===== src/include/ccr_map.vh =====
// Constants for the comparator configuration register block.
// Assumes an 8-bit special-function-register access port on the core side.
`ifndef CCR_MAP_VH
`define CCR_MAP_VH

// Register addresses within the special-function space
`define CCR_MODE_ADDR 8'h9D
`define CCR_INSEL_ADDR 8'h9F

// Reset values
`define CCR_MODE_RESET 8'h02
`define CCR_INSEL_RESET 8'hFF

// Writable bit masks; other mode bits read as zero, other input-select bits read as one
`define CCR_MODE_MASK 8'h33
`define CCR_INSEL_MASK 8'h33

// Field positions in the mode-control register
`define CCR_RISE_IE_BIT 5
`define CCR_FALL_IE_BIT 4
`define CCR_RESP_LSB 0

// Field positions in the input-select register
`define CCR_NEG_LSB 4
`define CCR_POS_LSB 0

// Flag bit positions in the edge-flag clear word
`define CCR_RISE_FLAG_BIT 5
`define CCR_FALL_FLAG_BIT 4

// Typical response times in nanoseconds, one per mode code
`define CCR_RESP_NS_0 100
`define CCR_RESP_NS_1 175
`define CCR_RESP_NS_2 320
`define CCR_RESP_NS_3 1050

// Clock period in nanoseconds
`define CCR_CLK_NS 8

`endif


===== src/verilog/ccr_edge_flags.v =====
// Edge detector and sticky edge flags for the comparator output.
// Assumes the comparator output is asynchronous; it is synchronised here.
`timescale 1ns/100ps
`default_nettype none

module ccr_edge_flags (
    // Clock and reset
    input wire clk,
    input wire rst,
    // Raw comparator output
    input wire cmp_out,
    // Software clear strobes
    input wire clr_rise,
    input wire clr_fall,
    // Sticky flags
    output reg rise_flag_q,
    output reg fall_flag_q
);

    reg sync1_q; // First synchroniser stage
    reg sync2_q; // Second synchroniser stage
    reg prev_q; // Previous synchronised level
    wire rise_ev; // Rising transition seen
    wire fall_ev; // Falling transition seen

    // Two-stage synchroniser plus delayed copy for edge detection
    always @(posedge clk or posedge rst) begin
        if (rst) begin
            sync1_q <= 1'b0;
            sync2_q <= 1'b0;
            prev_q <= 1'b0;
        end else begin
            sync1_q <= cmp_out;
            sync2_q <= sync1_q;
            prev_q <= sync2_q;
        end
    end

    assign rise_ev = sync2_q & ~prev_q;
    assign fall_ev = ~sync2_q & prev_q;

    // Sticky flags; a new edge wins over a same-cycle clear
    always @(posedge clk or posedge rst) begin
        if (rst) begin
            rise_flag_q <= 1'b0;
            fall_flag_q <= 1'b0;
        end else begin
            if (rise_ev) begin
                rise_flag_q <= 1'b1;
            end else if (clr_rise) begin
                rise_flag_q <= 1'b0;
            end
            if (fall_ev) begin
                fall_flag_q <= 1'b1;
            end else if (clr_fall) begin
                fall_flag_q <= 1'b0;
            end
        end
    end

endmodule

`default_nettype wire


===== src/verilog/ccr_top.v =====
// Comparator configuration registers: mode control and input select.
// Assumes a single-cycle SFR port from the core on the same clock.
`timescale 1ns/100ps
`default_nettype none
`include "ccr_map.vh"

module ccr_top (
    // Clock and reset
    input wire CLOCK,
    input wire RESET,
    // SFR access port
    input wire [7:0] SFR_ADDR,
    input wire [7:0] SFR_WDATA,
    input wire SFR_WR,
    input wire SFR_RD,
    output reg [7:0] SFR_RDATA,
    // Edge-flag clear port from the control register
    input wire [7:0] FLAG_CLR,
    // Comparator interface
    input wire CMP_OUT,
    output reg [1:0] RESP_MODE,
    output reg [1:0] NEG_SEL,
    output reg [1:0] POS_SEL,
    output reg [15:0] RESP_CYCLES,
    // Flags and interrupt requests
    output reg RISE_FLAG,
    output reg FALL_FLAG,
    output reg RISE_IRQ,
    output reg FALL_IRQ
);

    // Response times converted to cycles, rounded down, with no minimum applied
    localparam [15:0] RESP_CYC_0 = `CCR_RESP_NS_0 / `CCR_CLK_NS;
    localparam [15:0] RESP_CYC_1 = `CCR_RESP_NS_1 / `CCR_CLK_NS;
    localparam [15:0] RESP_CYC_2 = `CCR_RESP_NS_2 / `CCR_CLK_NS;
    localparam [15:0] RESP_CYC_3 = `CCR_RESP_NS_3 / `CCR_CLK_NS;

    reg [7:0] mode_q; // Mode-control storage
    reg [7:0] insel_q; // Input-select storage
    wire rise_flag; // Sticky rising flag
    wire fall_flag; // Sticky falling flag
    reg [7:0] rdata_d; // Read mux result
    reg [15:0] cyc_d; // Response cycles for current mode

    // Address match helper
    function hit;
        input [7:0] a;
        input [7:0] b;
        begin
            hit = (a == b);
        end
    endfunction

    // Register writes; only implemented bits are stored
    always @(posedge CLOCK or posedge RESET) begin
        if (RESET) begin
            mode_q <= `CCR_MODE_RESET;
            insel_q <= `CCR_INSEL_RESET;
        end else if (SFR_WR) begin
            if (hit(SFR_ADDR, `CCR_MODE_ADDR)) begin
                mode_q <= SFR_WDATA & `CCR_MODE_MASK;
            end
            if (hit(SFR_ADDR, `CCR_INSEL_ADDR)) begin
                insel_q <= SFR_WDATA & `CCR_INSEL_MASK;
            end
        end
    end

    // Read mux; unimplemented mode bits come back zero, unimplemented input-select bits come back one
    always @* begin
        rdata_d = 8'h00;
        if (hit(SFR_ADDR, `CCR_MODE_ADDR)) begin
            rdata_d = mode_q & `CCR_MODE_MASK;
        end else if (hit(SFR_ADDR, `CCR_INSEL_ADDR)) begin
            // Unused select bits always read back as ones, whatever was written
            rdata_d = insel_q | ~`CCR_INSEL_MASK;
        end
    end

    // Response-time lookup for the selected mode
    always @* begin
        case (mode_q[`CCR_RESP_LSB +: 2])
            2'h0: cyc_d = RESP_CYC_0;
            2'h1: cyc_d = RESP_CYC_1;
            2'h2: cyc_d = RESP_CYC_2;
            default: cyc_d = RESP_CYC_3;
        endcase
    end

    // Sticky edge flags
    ccr_edge_flags u_flags (
        .clk(CLOCK),
        .rst(RESET),
        .cmp_out(CMP_OUT),
        .clr_rise(FLAG_CLR[`CCR_RISE_FLAG_BIT]),
        .clr_fall(FLAG_CLR[`CCR_FALL_FLAG_BIT]),
        .rise_flag_q(rise_flag),
        .fall_flag_q(fall_flag)
    );

    // Registered outputs
    always @(posedge CLOCK or posedge RESET) begin
        if (RESET) begin
            SFR_RDATA <= 8'h00;
            RESP_MODE <= 2'h2;
            NEG_SEL <= 2'h3;
            POS_SEL <= 2'h3;
            RESP_CYCLES <= RESP_CYC_2;
            RISE_FLAG <= 1'b0;
            FALL_FLAG <= 1'b0;
            RISE_IRQ <= 1'b0;
            FALL_IRQ <= 1'b0;
        end else begin
            SFR_RDATA <= SFR_RD ? rdata_d : 8'h00;
            RESP_MODE <= mode_q[`CCR_RESP_LSB +: 2];
            NEG_SEL <= insel_q[`CCR_NEG_LSB +: 2];
            POS_SEL <= insel_q[`CCR_POS_LSB +: 2];
            RESP_CYCLES <= cyc_d;
            RISE_FLAG <= rise_flag;
            FALL_FLAG <= fall_flag;
            RISE_IRQ <= rise_flag & mode_q[`CCR_RISE_IE_BIT];
            FALL_IRQ <= fall_flag & mode_q[`CCR_FALL_IE_BIT];
        end
    end

endmodule

`default_nettype wire


===== config.mk =====
export PLATFORM = sky130hd
export DESIGN_NAME = ccr_top
export DESIGN_NICKNAME = d
export VERILOG_FILES = /design/src/verilog/ccr_edge_flags.v /design/src/verilog/ccr_top.v
export VERILOG_INCLUDE_DIRS = /design/src /design/src/include
export SDC_FILE = /design/constraint.sdc
export NUM_CORES = 1
export LEC_CHECK = 0
export BUFFER_PORTS_ARGS = -buffer_cell sky130_fd_sc_hd__buf_2
export CAP_MARGIN = 30
export CORE_ASPECT_RATIO = 1.25
export CORE_UTILIZATION = 40
export CTS_BUF_LIST = sky130_fd_sc_hd__clkbuf_16
export CTS_CLUSTER_DIAMETER = 100
export DETAILED_ROUTE_END_ITERATION = 8
export PLACE_DENSITY = 0.74
export SLEW_MARGIN = 15
export SYNTH_ARGS = -nofsm -noshare
export SYNTH_HDL_FRONTEND = slang
export SYNTH_SLANG_ARGS = --single-unit

===== constraint.sdc =====
create_clock -name CLOCK -period 0.8 [get_ports CLOCK]
set_input_delay 0 -clock CLOCK [delete_from_list [all_inputs] [get_ports CLOCK]]
set_output_delay 0 -clock CLOCK [all_outputs]
set_load 0.005 [all_outputs]

==> flow_summary.json <==
{
  "status": "finished with violations",
  "violations": "setup timing",
  "synth_area_um2": 1265,
  "layout.nets": 168,
  "synth_most_common_cell": "dfrtp_1",
  "path_buf_inv": 1,
  "cts_tree": "built",
  "wl_mm": 2.179,
  "grt.total_usage_pct": 14.83,
  "worst_clock_skew_ns": 0.003349,
  "synthTopCellsByArea": "dfrtp_1 44%, dfstp_2 25%, buf_4 7.7%",
  "clockRootBuffer": "clkbuf_16",
  "port_buffers": 43,
  "holdPathStages": 3,
  "grt_pass1_wl_mm": 3.505,
  "crit_family": "flip-flops",
  "first_pass_iters": 4,
  "synth-compound-area-share_pct": 1.187,
  "syn_inst": 85,
  "die_h_um": 64.88,
  "finalHoldViolations": 0,
  "path_class": "reg -> out",
  "antenna_left": 0,
  "crit_required_ns": 0.80,
  "fmax_mhz": 1128,
  "start_kind": "flip-flop",
  "synth_area_per_cell_um2": 14.88,
  "synthSimpleGateAreaFrac_pct": 9.594,
  "core_area_um2": 2973,
  "worstReg2RegStart": "mode_q[1]",
  "htree_levels": 2,
  "synthMuxAreaShare_pct": 10.29,
  "viasPerCell": 4.375,
  "synth_xor_area_share_pct": 0,
  "setup-tns-final_ns": -0.5476,
  "r2r_end": "SFR_RDATA[1]",
  "dieWidth_um": 52.30,
  "antenna_found_initial": 0,
  "cts_buffers": 5,
  "synth-edff-count": 0,
  "dieArea_um2": 3393,
  "min_period_ns": 0.8865,
  "initial_utilization_pct": 42.55,
  "n_antenna_cell": 0,
  "yosysSeqAreaShare_pct": 68.45,
  "rsz0062_at_grt": "yes",
  "vias": 770,
  "maxCapViolCount": 0,
  "power_density_nw_per_um2": 2550,
  "p_leak_nw": 0.9560,
  "ys.flop_type": "dfrtp_1",
  "drt-wirelength-per-cell_um": 12.38,
  "grt-ovfl-total": 0,
  "synth_top_cell_by_area": "dfrtp_1",
  "grt_pass1_vias": 812,
  "dp_hpwl_mm": 1.541,
  "regToRegSetupSlack_ns": -0.01,
  "path_max_fanout": 1,
  "critPathLaunch": "NEG_SEL[1]",
  "final.period_utilization_pct": 110.8,
  "clock_latency_ns": 0.27,
  "final-setup-viol-count": 8,
  "path_cells": "buf_2",
  "cts_sinks": 34,
  "synthTopCellsByCount": "22 x dfrtp_1, 13 x buf_4, 12 x dfstp_2",
  "yosysWarnings": 0,
  "drc_errors": 0,
  "post_route_cells_drive_above_1_share_pct": 57.86,
  "grt_max_degree": 35,
  "maxSlewViolCount": 0,
  "whs_endpoint": "u_flags.fall_flag_q",
  "synth_top_family_by_area": "multiplexers",
  "slowest_stage": "dfstp_2",
  "timing.hold.ws_ns": 0.02615,
  "path_clk_slew_ns": 0.05,
  "syn_to_final_growth_pct": 41.54,
  "async_flop_share_pct": 100.0,
  "clk_path_buf_depth": 2,
  "reg2regPathDepth": 2,
  "top_level_ports": 63,
  "synthAdderAreaFrac_pct": 0,
  "synth.distinct_cells": 20,
  "min_path_type": "in -> reg",
  "arrival_ns": 0.89,
  "gp_congestion": 0.6890,
  "pre_cts_ws_ns": -0.2749,
  "fin_ws_ns": -0.08646,
  "hold_start": "FLAG_CLR[4]",
  "synth_top_cell_area_share_pct": 43.52,
  "peakVddDrop_mv": 1.944,
  "synth_seq_cells": 34,
  "max_stage_delay_ns": 0.51,
  "rows": 22,
  "dr.first_iter.drc_count": 6,
  "worst_setup_path_end_kind": "output port"
}
[what timing repair did]
item                       4_1_cts  5_1_grt
gates resized for setup          2        7
hold endpoints to repair        44        0
hold buffers                     7        0
setup buffers                    1        1
setup endpoints to repair       15       18
pin swaps                        1        2
[routing by layer]
layer	vias to the layer above	global-route usage [%]	part of all wire [%]
met5	-	0	0
met4	0	9.868	1.5
met2	29	27.06	59
li1	358	-	-
met1	381	13.89	33
met3	2	3.521	5.8
[flip-flops by register name, indices dropped and copies added (netlist names)]
name	count
u_flags.prev_q	1
RISE_FLAG	1
RISE_IRQ	1
u_flags.fall_flag_q	1
RESP_MODE	2
mode_q	4
u_flags.sync1_q	1
u_flags.rise_flag_q	1
POS_SEL	2
u_flags.sync2_q	1
FALL_FLAG	1
NEG_SEL	2
RESP_CYCLES	6
insel_q	4
FALL_IRQ	1
SFR_RDATA	5
[worst max-delay path by stage]
stage | endpoint | cells past startpoint
global route | NEG_SEL[1] | 1
detailed placement | mode_q[5] | 4
finish | NEG_SEL[1] | 1
CTS | NEG_SEL[1] | 1
floorplan | mode_q[0] | 3
global placement | mode_q[0] | 4
[where the power goes]
group,switching (mW),internal (mW)
Clock,0.649,1.79
Sequential,0.0379,1.82
Combinational,0.124,0.149
Total,0.811,3.75
[cell usage in the layout, fill, tap and decap left out]
master	count
buf_2	39
conb_1	9
inv_1	4
clkbuf_16	5
mux2i_1	4
mux2_1	1
nand3_1	1
and4_2	1
dlygate4sd3_1	7
clkinv_4	1
and4bb_4	1
mux2_2	4
and2_1	2
mux2_4	3
buf_12	1
and3_1	1
a22o_1	1
inv_2	2
o22ai_1	1
nor2_1	6
dfstp_2	12
dfrtp_1	22
nor2_2	1
nand4b_4	1
buf_4	4
buf_6	3
bufinv_16	2
nand4_4	1
[per-stage QoR]
stage	power, mW	instance area (um^2)	cells	utilization [%]
floorplan	2.011	1295	93	-
global placement	2.094	1484	160	49.92
detailed placement	2.110	1484	160	49.92
CTS	4.605	1765	176	59.39
global route	4.738	1790	176	60.23
finish	4.565	1790	176	60.23
[final cells by class]
| class | count | area, um^2 |
|---|---|---|
| Clock buffer | 5 | 125.1 |
| Clock inverter | 3 | 68.82 |
| Fill cell | 227 | 1182 |
| Inverter | 6 | 22.52 |
| Multi-Input combinational cell | 38 | 314.1 |
| Sequential cell | 34 | 865.8 |
| Tap cell | 36 | 45.04 |
| Timing Repair Buffer | 54 | 349.1 |
[kinds of logic (layout without fill, tap and decap cells)]
logic type,count (synthesis),after routing
and+or+nand+nor,15,15
buffers and inverters,21,68
AOI/OAI and AO/OA,2,2
muxes,12,12
other,1,9
DFF,34,34
Power figures use the tool's default switching activity.
